### config.mk
export PLATFORM = sky130hd
export DESIGN_NAME = sensor_eeprom_twowire_front_end
export DESIGN_NICKNAME = d
export VERILOG_FILES = /design/src/twowire_pkg.sv /design/src/line_evt_if.sv /design/src/twowire_line_sync.sv /design/src/sensor_eeprom_twowire_front_end.sv
export VERILOG_INCLUDE_DIRS = /design/src
export SDC_FILE = /design/constraint.sdc
export NUM_CORES = 1
export LEC_CHECK = 0
export BUFFER_PORTS_ARGS = -buffer_cell sky130_fd_sc_hd__clkbuf_2
export CAP_MARGIN = 0
export CORE_ASPECT_RATIO = 1.75
export CORE_MARGIN = 2
export CORE_UTILIZATION = 55
export DETAILED_ROUTE_END_ITERATION = 8
export GPL_TIMING_DRIVEN = 0
export HOLD_SLACK_MARGIN = 0.03
export PLACE_DENSITY = 0.77
export SLEW_MARGIN = 20
export SYNTH_ARGS = -nofsm -noshare
export SYNTH_HDL_FRONTEND = slang
export SYNTH_HIERARCHICAL = 1
export SYNTH_SLANG_ARGS = --single-unit
### constraint.sdc
create_clock -name ref_clk -period 11.7 [get_ports ref_clk]
set_clock_uncertainty 0.2 [all_clocks]
set_input_delay 2.34 -clock ref_clk [delete_from_list [all_inputs] [get_ports ref_clk]]
set_output_delay 2.34 -clock ref_clk [all_outputs]
set_load 0.005 [all_outputs]
### src/twowire_cfg.svh
`ifndef TWOWIRE_CFG_SVH
`define TWOWIRE_CFG_SVH

// device type codes in the upper nibble of the address byte
`define SENSOR_TYPE_CODE 4'h3
`define EEPROM_TYPE_CODE 4'ha

// half-select and half-query control bytes
`define HALF_SEL_LOWER 8'h6c
`define HALF_SEL_UPPER 8'h6e
`define HALF_QUERY 8'h6d
`define HALF_SEL_BIT 1

// array layout
`define PAGE_OFFSET_BITS 4
`define QUADRANT_BIT 7
`define DONT_CARE_BYTE 8'hff
`define BITS_PER_BYTE 4'h8

// reset values
`define HALF_RESET 1'b0
`define QUAD_WP_RESET 4'h0
`define POINTER_RESET 8'h00

`endif

### src/twowire_pkg.sv
package twowire_pkg;

  typedef enum logic [6:0] {
    ST_IDLE = 7'b0000001,
    ST_ADDR = 7'b0000010,
    ST_RX   = 7'b0000100,
    ST_ACK  = 7'b0001000,
    ST_TX   = 7'b0010000,
    ST_MACK = 7'b0100000,
    ST_WAIT = 7'b1000000
  } bus_state_t;

  typedef enum logic [3:0] {
    K_SENSOR = 4'b0001,
    K_EEPROM = 4'b0010,
    K_HSEL   = 4'b0100,
    K_HQUERY = 4'b1000
  } xfer_kind_t;

endpackage

### src/line_evt_if.sv
`timescale 1ns/100ps
interface line_evt_if;
  logic sclRise;
  logic sclFall;
  logic sdaBit;
  logic startDet;
  logic stopDet;
  modport src (output sclRise, output sclFall, output sdaBit, output startDet, output stopDet);
  modport dst (input sclRise, input sclFall, input sdaBit, input startDet, input stopDet);
endinterface

### src/twowire_line_sync.sv
`timescale 1ns/100ps
module twowire_line_sync #(
  parameter int syncStages = 2
) (
  // clock and reset
  input wire logic ref_clk,
  input wire logic rst,
  // bus pins
  input wire logic sclIn,
  input wire logic sdaIn,
  // line events
  line_evt_if.src lv
);

  if (syncStages < 2) begin : gen_check
    $error("twowire_line_sync needs at least two synchroniser stages");
  end

  logic [syncStages-1:0] sclSync_reg;
  logic [syncStages-1:0] sdaSync_reg;
  logic sclLast_reg;
  logic sdaLast_reg;
  logic sclNow;
  logic sdaNow;

  assign sclNow = sclSync_reg[syncStages-1];
  assign sdaNow = sdaSync_reg[syncStages-1];

  always_ff @(posedge ref_clk or posedge rst) begin
    if (rst) begin
      sclSync_reg <= '1;
      sdaSync_reg <= '1;
    end else begin
      sclSync_reg <= {sclSync_reg[syncStages-2:0], sclIn};
      sdaSync_reg <= {sdaSync_reg[syncStages-2:0], sdaIn};
    end
  end

  always_ff @(posedge ref_clk or posedge rst) begin
    if (rst) begin
      sclLast_reg <= 1'b1;
      sdaLast_reg <= 1'b1;
    end else begin
      sclLast_reg <= sclNow;
      sdaLast_reg <= sdaNow;
    end
  end

  assign lv.sclRise = sclNow & ~sclLast_reg;
  assign lv.sclFall = ~sclNow & sclLast_reg;
  assign lv.sdaBit = sdaNow;
  // data moving while the clock stays high frames a transfer
  assign lv.startDet = sclNow & sclLast_reg & sdaLast_reg & ~sdaNow;
  assign lv.stopDet = sclNow & sclLast_reg & ~sdaLast_reg & sdaNow;

endmodule

### src/sensor_eeprom_twowire_front_end.sv
`timescale 1ns/100ps
`include "twowire_cfg.svh"
module sensor_eeprom_twowire_front_end
  import twowire_pkg::*;
#(
  parameter logic [2:0] devSelect = 3'h0
) (
  // clock and reset
  input wire logic ref_clk,
  input wire logic rst,
  // bus pins
  input wire logic sclIn,
  input wire logic sdaIn,
  output logic sdaOut,
  output logic sdaOe,
  // control inputs
  input wire logic hvDetect,
  input wire logic softReset,
  input wire logic [3:0] wpSet,
  input wire logic [3:0] wpClr,
  // status
  output logic halfSelect,
  output logic [3:0] quadWriteProtect,
  // thermal_sensor register port
  output logic [7:0] regPointer,
  output logic [15:0] regWrData,
  output logic regWrStrobe,
  input wire logic [15:0] regRdData,
  // eeprom array port
  output logic [8:0] eeAddr,
  output logic [7:0] eeWrData,
  output logic eeWrStrobe,
  output logic eeRdStrobe,
  input wire logic [7:0] eeRdData
);

  line_evt_if lv();

  twowire_line_sync #(.syncStages(2)) u_sync (
    .ref_clk(ref_clk),
    .rst(rst),
    .sclIn(sclIn),
    .sdaIn(sdaIn),
    .lv(lv.src)
  );

  bus_state_t state_reg;
  xfer_kind_t kind_reg;
  logic [3:0] bitCnt_reg;
  logic [7:0] shift_reg;
  logic [7:0] txShift_reg;
  logic [1:0] byteIdx_reg;
  logic rw_reg;
  logic masterAck_reg;
  logic sdaOe_reg;
  logic sdaOut_reg;
  logic half_reg;
  logic [3:0] wp_reg;
  logic [7:0] pointer_reg;
  logic [7:0] wrHi_reg;
  logic [15:0] regWrData_reg;
  logic regWrStrobe_reg;
  logic [15:0] word_reg;
  logic [7:0] addrCnt_reg;
  logic [8:0] eeAddr_reg;
  logic [7:0] eeWrData_reg;
  logic eeWrStrobe_reg;
  logic eeRdStrobe_reg;
  logic [1:0] hvSync_reg;

  logic addrDone;
  logic rxDone;
  logic ackEnd;
  logic halfCmd;
  logic halfSetReq;
  logic wpHit;
  logic [1:0] idxNext;
  logic [7:0] txByte;

  assign addrDone = (state_reg == ST_ADDR) && lv.sclFall && (bitCnt_reg == `BITS_PER_BYTE);
  assign rxDone = (state_reg == ST_RX) && lv.sclFall && (bitCnt_reg == `BITS_PER_BYTE);
  assign ackEnd = (state_reg == ST_ACK) && lv.sclFall;
  assign halfCmd = (shift_reg == `HALF_SEL_LOWER) || (shift_reg == `HALF_SEL_UPPER);
  assign halfSetReq = addrDone && hvSync_reg[1] && halfCmd;
  assign wpHit = wp_reg[{half_reg, addrCnt_reg[`QUADRANT_BIT]}];
  assign idxNext = (byteIdx_reg == 2'h3) ? byteIdx_reg : byteIdx_reg + 2'h1;

  // next byte to send, chosen by the index it will carry
  always_comb begin
    txByte = `DONT_CARE_BYTE;
    if (kind_reg == K_SENSOR) begin
      if (state_reg == ST_ACK) begin
        txByte = regRdData[15:8];
      end else begin
        txByte = idxNext[0] ? word_reg[7:0] : word_reg[15:8];
      end
    end else if (kind_reg == K_EEPROM) begin
      txByte = eeRdData;
    end
  end

  always_ff @(posedge ref_clk or posedge rst) begin
    if (rst) begin
      hvSync_reg <= 2'h0;
    end else begin
      hvSync_reg <= {hvSync_reg[0], hvDetect};
    end
  end

  always_ff @(posedge ref_clk or posedge rst) begin
    if (rst) begin
      half_reg <= `HALF_RESET;
    end else if (softReset) begin
      half_reg <= `HALF_RESET;
    end else if (halfSetReq) begin
      half_reg <= shift_reg[`HALF_SEL_BIT];
    end
  end

  // set wins over a clear in the same cycle
  always_ff @(posedge ref_clk or posedge rst) begin
    if (rst) begin
      wp_reg <= `QUAD_WP_RESET;
    end else begin
      wp_reg <= (wp_reg & ~wpClr) | wpSet;
    end
  end

  always_ff @(posedge ref_clk or posedge rst) begin
    if (rst) begin
      eeAddr_reg <= 9'h000;
      sdaOut_reg <= 1'b0;
    end else begin
      eeAddr_reg <= {half_reg, addrCnt_reg};
      sdaOut_reg <= 1'b0;
    end
  end

  always_ff @(posedge ref_clk or posedge rst) begin
    if (rst) begin
      state_reg <= ST_IDLE;
      kind_reg <= K_SENSOR;
      bitCnt_reg <= 4'h0;
      shift_reg <= 8'h00;
      txShift_reg <= 8'h00;
      byteIdx_reg <= 2'h0;
      rw_reg <= 1'b0;
      masterAck_reg <= 1'b0;
      sdaOe_reg <= 1'b0;
      pointer_reg <= `POINTER_RESET;
      wrHi_reg <= 8'h00;
      regWrData_reg <= 16'h0000;
      regWrStrobe_reg <= 1'b0;
      word_reg <= 16'h0000;
      addrCnt_reg <= 8'h00;
      eeWrData_reg <= 8'h00;
      eeWrStrobe_reg <= 1'b0;
      eeRdStrobe_reg <= 1'b0;
    end else begin
      regWrStrobe_reg <= 1'b0;
      eeWrStrobe_reg <= 1'b0;
      eeRdStrobe_reg <= 1'b0;
      if (lv.stopDet) begin
        state_reg <= ST_IDLE;
        sdaOe_reg <= 1'b0;
      end else if (lv.startDet) begin
        state_reg <= ST_ADDR;
        bitCnt_reg <= 4'h0;
        sdaOe_reg <= 1'b0;
      end else begin
        case (state_reg)
          ST_ADDR, ST_RX: begin
            if (lv.sclRise && bitCnt_reg != `BITS_PER_BYTE) begin
              shift_reg <= {shift_reg[6:0], lv.sdaBit};
              bitCnt_reg <= bitCnt_reg + 4'h1;
            end else if (addrDone) begin
              bitCnt_reg <= 4'h0;
              byteIdx_reg <= 2'h0;
              rw_reg <= shift_reg[0];
              state_reg <= ST_ACK;
              sdaOe_reg <= 1'b1;
              if (shift_reg[7:1] == {`SENSOR_TYPE_CODE, devSelect}) begin
                kind_reg <= K_SENSOR;
              end else if (shift_reg[7:1] == {`EEPROM_TYPE_CODE, devSelect}) begin
                kind_reg <= K_EEPROM;
              end else if (halfSetReq) begin
                kind_reg <= K_HSEL;
              end else if (hvSync_reg[1] && shift_reg == `HALF_QUERY) begin
                kind_reg <= K_HQUERY;
                sdaOe_reg <= ~half_reg;
              end else begin
                state_reg <= ST_WAIT;
                sdaOe_reg <= 1'b0;
              end
            end else if (rxDone) begin
              bitCnt_reg <= 4'h0;
              byteIdx_reg <= idxNext;
              state_reg <= ST_ACK;
              sdaOe_reg <= 1'b1;
              if (kind_reg == K_SENSOR) begin
                if (byteIdx_reg == 2'h0) begin
                  pointer_reg <= shift_reg;
                end else if (byteIdx_reg == 2'h1) begin
                  wrHi_reg <= shift_reg;
                end else if (byteIdx_reg == 2'h2) begin
                  regWrData_reg <= {wrHi_reg, shift_reg};
                  regWrStrobe_reg <= 1'b1;
                end
              end else if (kind_reg == K_EEPROM) begin
                if (byteIdx_reg == 2'h0) begin
                  addrCnt_reg <= shift_reg;
                end else if (wpHit) begin
                  sdaOe_reg <= 1'b0;
                end else begin
                  eeWrData_reg <= shift_reg;
                  eeWrStrobe_reg <= 1'b1;
                  addrCnt_reg[`PAGE_OFFSET_BITS-1:0] <= addrCnt_reg[`PAGE_OFFSET_BITS-1:0] + 4'h1;
                end
              end
            end
          end
          ST_ACK: begin
            if (lv.sclFall) begin
              bitCnt_reg <= 4'h0;
              if (rw_reg || kind_reg == K_HQUERY) begin
                state_reg <= ST_TX;
                txShift_reg <= txByte;
                sdaOe_reg <= ~txByte[7];
                if (kind_reg == K_SENSOR) begin
                  word_reg <= regRdData;
                end else if (kind_reg == K_EEPROM) begin
                  addrCnt_reg <= addrCnt_reg + 8'h01;
                  eeRdStrobe_reg <= 1'b1;
                end
              end else begin
                state_reg <= ST_RX;
                sdaOe_reg <= 1'b0;
              end
            end
          end
          ST_TX: begin
            if (lv.sclRise) begin
              bitCnt_reg <= bitCnt_reg + 4'h1;
            end else if (lv.sclFall) begin
              if (bitCnt_reg == `BITS_PER_BYTE) begin
                state_reg <= ST_MACK;
                sdaOe_reg <= 1'b0;
              end else begin
                txShift_reg <= {txShift_reg[6:0], 1'b0};
                sdaOe_reg <= ~txShift_reg[6];
              end
            end
          end
          ST_MACK: begin
            if (lv.sclRise) begin
              masterAck_reg <= ~lv.sdaBit;
            end else if (lv.sclFall) begin
              bitCnt_reg <= 4'h0;
              byteIdx_reg <= idxNext;
              // query keeps sending its second byte even after a nack
              if (masterAck_reg || (kind_reg == K_HQUERY && byteIdx_reg == 2'h0)) begin
                state_reg <= ST_TX;
                txShift_reg <= txByte;
                sdaOe_reg <= ~txByte[7];
                if (kind_reg == K_EEPROM) begin
                  addrCnt_reg <= addrCnt_reg + 8'h01;
                  eeRdStrobe_reg <= 1'b1;
                end
              end else begin
                state_reg <= ST_WAIT;
              end
            end
          end
          ST_WAIT, ST_IDLE: begin
            sdaOe_reg <= 1'b0;
          end
          default: begin
            state_reg <= ST_IDLE;
            sdaOe_reg <= 1'b0;
          end
        endcase
      end
    end
  end

  assign sdaOut = sdaOut_reg;
  assign sdaOe = sdaOe_reg;
  assign halfSelect = half_reg;
  assign quadWriteProtect = wp_reg;
  assign regPointer = pointer_reg;
  assign regWrData = regWrData_reg;
  assign regWrStrobe = regWrStrobe_reg;
  assign eeAddr = eeAddr_reg;
  assign eeWrData = eeWrData_reg;
  assign eeWrStrobe = eeWrStrobe_reg;
  assign eeRdStrobe = eeRdStrobe_reg;
endmodule

; ---- Yosys cells after proc, flatten, opt, wreduce, memory -nomap -nowiden
; Index checks and enable logic that the tools add are counted.
[totals]
ff_bits = 124
input_bits = 38
output_inout_bits = 51
[op_classes]
add_sub_neg = 4
magnitude_cmp = 1
eq_ne = 50
n_mux = 121
bitwise_logic = 25
reduce_logical = 37
[ops]
columns = cell, count
row1 = $mux 7, 24
row2 = $mux 8, 16
row3 = $mux 4, 14
row4 = $mux 1, 52
row5 = $ne 4x4->1 const B, 9
row6 = $pmux 7 s5, 1
row7 = $reduce_and 15->1, 2
row8 = $ne 2x2->1 const B, 14
row9 = $eq 8x7->1 const B, 3
row10 = $pmux 8 s3, 1
row11 = $pmux 7 s3, 1
row12 = $reduce_and 10->1, 2
row13 = $reduce_and 9->1, 2
row14 = $pmux 4 s4, 1
row15 = $reduce_and 8->1, 2
row16 = $ne 3x3->1 const B, 5
row17 = $not 1->1, 15
row18 = $eq 7x5->1 const B, 2
row19 = $eq 7x7->1 const B, 2
row20 = $mux 2, 6
row21 = $reduce_and 6->1, 2
row22 = $reduce_and 11->1, 1
row23 = $ne 5x5->1 const B, 2
row24 = $reduce_and 5->1, 2
row25 = 34 further kinds, 57

; ---- Depth between registers and ports, before layout
[depth]
word_depth = 14
ltp_mapped = 9
depth_no_buf = 8

; ---- By module
; The synthesis kept the hierarchy.
[modules_own_cells]
columns = mod, instances, cells_each, area_each_um2
row1 = sensor_eeprom_twowire_front_end, 1, 505, 5739.3
row2 = twowire_line_sync, 1, 11, 193.9

; ---- Least setup slack after synthesis
; OpenSTA, ideal clock, no wires.
[synth_timing]
kind = input port to flip-flop
from = input regRdData[15]
to = register sdaOe_reg, in the netlist sdaOe
arrival_time_ps = 3248
t_required_ps = 11417
path_slack_ps = 8169
path_stages = 4
path_buffers = 0
path_cell_list = o32a_1 a2111oi_0 a221oi_1 o21ai_0
[synth_via]
elab_chain_len = 9
elab_cells_between_ends = 11
cone_classes = 10 x mux / 1 x bitwise
[synth_lines]
columns = element, line_no
row1 = from (decl), sensor_eeprom_twowire_front_end.sv:28  ; input wire logic [15:0] regRdData,
row2 = $mux 8 (*), sensor_eeprom_twowire_front_end.sv:92  ; if (state_reg == ST_ACK) begin
row3 = $mux 8 (*), sensor_eeprom_twowire_front_end.sv:91  ; if (kind_reg == K_SENSOR) begin
row4 = $not 1->1 (*), "sensor_eeprom_twowire_front_end.sv:228, sensor_eeprom_twowire_front_end.sv:264"
row5 = $mux 1, sensor_eeprom_twowire_front_end.sv:261  ; if (masterAck_reg || (kind_reg == K_HQUERY && byteIdx_reg == 2'h0)) begin
row6 = $mux 1, sensor_eeprom_twowire_front_end.sv:257  ; end else if (lv.sclFall) begin
row7 = $mux 1, sensor_eeprom_twowire_front_end.sv:255  ; if (lv.sclRise) begin
row8 = $pmux 1 s4 (*), sensor_eeprom_twowire_front_end.sv:171  ; case (state_reg)
row9 = $mux 1 (*), sensor_eeprom_twowire_front_end.sv:166  ; end else if (lv.startDet) begin
row10 = $mux 1 (*), sensor_eeprom_twowire_front_end.sv:163  ; if (lv.stopDet) begin
row11 = to (signal assigned), sensor_eeprom_twowire_front_end.sv:190  ; sdaOe_reg <= ~half_reg;
row12 = to (signal assigned), sensor_eeprom_twowire_front_end.sv:250  ; sdaOe_reg <= ~txShift_reg[6];
row13 = to (signal assigned), sensor_eeprom_twowire_front_end.sv:264  ; sdaOe_reg <= ~txByte[7];
row14 = to (decl), sensor_eeprom_twowire_front_end.sv:55  ; logic sdaOe_reg;
; Every way passes the cells marked *; elsewhere a longest branch is shown, timed or not. The select of a mux whose other input is x is not followed.
; A chain may end at the register's enable or synchronous reset.

; ---- Worst setup path in the final report
[layout_timing]
from = register u_sync.sclLast_reg
to = register regWrData_reg[6], in the netlist regWrData[6]
[layout_via]
elab_chain_len = 5
elab_cells_between_ends = 18
cone_classes = 12 x bitwise / 6 x reduce/logical
[layout_lines]
columns = element, line_no
row1 = from (decl), twowire_line_sync.sv:21  ; logic sclLast_reg;
row2 = from (signal assigned), twowire_line_sync.sv:44  ; sclLast_reg <= sclNow;
row3 = $and 1x1->1 (*), twowire_line_sync.sv:50  ; assign lv.sclFall = ~sclNow & sclLast_reg;
row4 = net lv.sclFall, line_evt_if.sv:4  ; logic sclFall;
row5 = $logic_and 1x1->1 (2 in series), sensor_eeprom_twowire_front_end.sv:80  ; assign addrDone = (state_reg == ST_ADDR) && lv.sclFall && (bitCnt_reg == `BITS_PER_BYTE);
row6 = $not 1->1 (no source line), --
row7 = $reduce_and 10->1 (no source line) (*), --
row8 = to (signal assigned), sensor_eeprom_twowire_front_end.sv:206  ; regWrData_reg <= {wrHi_reg, shift_reg};
row9 = to (decl), sensor_eeprom_twowire_front_end.sv:61  ; logic [15:0] regWrData_reg;
; Mark *: on every way through the listed nets, which the timed path passes. The rest lies on a longest branch.

==> summary.md <==
| Metric | Value |
|---|---|
| Root buffer cell | clkbuf_16 |
| Core area | 10600 sq um |
| Cells after Synth | 516 |
| Mean area per synthesized cell | 11.5 sq um |
| Worst-Skew Late Latency | 0.41 ns |
| Mapped Area | 5930 sq um |
| Worst-Margin Slew | 1.06 ns |
| CTS tree | built |
| Crit path from | u_sync/sclLast_reg$_DFF_PP1_ |
| Clock Sinks | 124 |
| Wire per inst | 19.8 um |
| Initial antenna violation count | 0 |
| Achievable Freq | 276 MHz |
| GR Layer Usage met3 | 5.85% |
| Die width | 82.5 um |
| CP cell instances | nor2b_1 -> clkbuf_1 -> nand4b_1 -> or4_1 -> or2_4 -> nor3b_4 -> buf_8 -> mux2_4 |
| Post-synth top area share | 48.9% |
| Layout area overhead | 21.3% |
| CP Class | reg -> reg |
| Commonest non-fill, non-tap cell in the layout | dfrtp_1 |
| Num rows | 50 |
| Vias in the first global route | 4837 |
| Ports | 89 |
| Fin. Hold Viols | 0 |
| Share of the clock period used by the worst path | 31.0% |
| Worst hold path startpoint | hvSync_reg[0]$_DFF_PP0_ |
| First-pass GRT wire length | 24100 um |
| EDFF count, synth | 0 |
| Post-Place Setup Slack | 7.90 ns |
| Slowest cell delay on critical path | 0.63 ns |
| Hold depth | 0 |
| Post-synth cell types | 71 |
| Area leader, netlist | dfrtp_1 |
| Power Density | 154 nW/um^2 |
| Sequential cell area | 3110 sq um |
| Synth area leaders | dfrtp_1 (49%), mux2_2 (15%), dfstp_2 (3.5%), mux2_4 (2.3%), nand2_1 (2.3%) |
| Crit path capture type | register |
| Final wirelength | 15200 um |
| VDD IR-drop max | 0.133 mV |
| Synth Register Bits | 124 |
| Hold Path Class | reg -> reg |
| Ant diodes | 0 |
| Detailed Place HPWL | 10800 um |
| GRT busiest layer | met2 |
| Top FF cell, synth | dfrtp_1 |
| CP top delay family | simple AND/OR/NAND/NOR gates |
| Critical Path RT | 11.80 ns |
| Status | complete, no violations |
| Total power | 0.00111 W |
| Fin util | 67.6% |
| Yosys warns | 6 |
| 1st-iter DRT viols | 248 |
| Async set or reset register ratio after synthesis | 100% |
| Met1 usage | 29.4% |
| Syn_nets | 557 |
| RSZ-0062 raised after global routing | false |
| Buffers & Inverters on Critical Path | 2 |
| Hold_buf cts | 0 |
| # DRC | 0 |
| R2R Path Start | u_sync/sclLast_reg$_DFF_PP1_ |
| Grt met2 use | 50.6% |
| Port Buffers | 87 |
| RD Place Congestion | 0.913 |
| GRT overflow | 0 |
| Layout cells sized above 1 | 37.3% |
| CTS max path bufs | 2 |
| Die height | 141 um |
| H-tree levels | 4 |
| Worst path depth | 8 |
| Nets | 664 |
| Slew HR | 28.4% |
| Vias per cell | 5.91 |
| Crit-path slowest cell | or4_1 |
| Crit path DAT | 3.72 ns |
| Tot GR Track Use | 27.8% |
| Sequential area share after synthesis | 52.5% |
| Detailed-route via count | 4530 |
| Final setup vio count | 0 |
| CP Max Fanout | 10 |
| Clk slew on worst S/H paths | 0.06 ns |
| Initial Util | 55.8% |
| Postcts setup bufs | 0 |
| DIE AREA | 11700 sq um |
| DR pass1 iterations | 5 |
| Post-CTS Resized | 0 |
| Largest net degree at the start of global routing | 68 |
| Worst reg2reg path depth | 8 |
| Fill cell count | 817 |
| Final worst setup slack | 8.07 ns |
| TNS Setup | 0 ns |
| Clock buffer count from CTS | 17 |
| Most frequent cells in the layout | dfrtp_1 (116), clkbuf_2 (87), mux2_2 (80), nand2_1 (36), o21ai_0 (26) |
| Max-slew violation count | 0 |
| ANT nets after route | 0 |
| Post-layout minimum cycle time | 3.63 ns |
| Max-cap violations | 0 |
| Leakage | 3.40 nW |
| Hold WS | 0.152 ns |
| Area of the multi-input gates | 2600 sq um |
| Type of origin of the critical path | register |
==> layer usage <==
| metal | routed length (um) | vias to the layer above | share of wire [%] |
|---|---|---|---|
| li1 | - | 2083 | - |
| met1 | 5470 | 2276 | 36 |
| met2 | 8690 | 129 | 57 |
| met3 | 510 | 42 | 3.4 |
| met4 | 517 | 0 | 3.4 |
| met5 | 0 | - | 0 |
==> synthesized netlist by cell type (6+ instances only) <==
cell,n
nand2b_1,9
a21oi_1,19
clkbuf_1,24
inv_1,20
nor2_1,22
nor2b_1,7
nand2_1,36
nand3_1,13
mux2_4,9
dfstp_2,8
mux2_2,80
o22ai_1,9
nor3_1,9
dfrtp_1,116
a31oi_1,6
o21ai_0,26
==> per-stage QoR <==
stage	instance area (sq um)	std cells
final	7190	766
after global routing	7190	766
after CTS	7190	766
after detailed placement	6560	734
after global placement	6530	733
after floorplan	5930	516
==> worst reg2reg max path: cells and delay by family, from the launching register on <==
family        cells  cell delay, ns
buf+inv           2            0.60
simple gates      5            1.85
mux               1            0.31
flops             1            0.55
==> power by group <==
part / internal, W / switching (W)
Clock: 0.000363 / 0.000197
Sequential: 0.000440 / 0.00000815
Combinational: 0.0000386 / 0.0000619
==> cell families (layout without fill, tap and decap cells) <==
kind of cell | after synthesis | count (layout) | synth area share (%)
AOI/OAI and AO/OA | 94 | 94 | 10.1
DFF | 124 | 124 | 52.5
muxes | 94 | 94 | 18.5
buffers and inverters | 52 | 172 | 3.77
other | 1 | 1 | 0.0632
adders and majority gates | 3 | 3 | 0.633
xor gates and xnor gates | 4 | 4 | 0.591
and+or+nand+nor | 144 | 144 | 13.8
==> cell type report <==
cell class	count	share of cell area [%]
sequential	124	43.3
multi-input combinational	340	36.1
timing repair buffer	88	6.43
clock buffer	19	6.16
clock inverter	13	2.61
tap	130	2.26
buffer	32	2.07
inverter	20	1.11
==> final timing paths <==
| path | to | slack [ns] |
|---|---|---|
| min reg2reg | hvSync_reg[1]$_DFF_PP0_ | 0.15 |
| max reg2reg | regWrData[6]$_DFFE_PP0P_ | 8.07 |
| max in group asynchronous | kind_reg[0]$_DFFE_PP1P_ | 8.82 |
| min | hvSync_reg[1]$_DFF_PP0_ | 0.15 |
| max | regWrData[6]$_DFFE_PP0P_ | 8.07 |
| min in group asynchronous | bitCnt_reg[3]$_DFFE_PP0P_ | 1.76 |
Power figures use the tool's default switching activity.
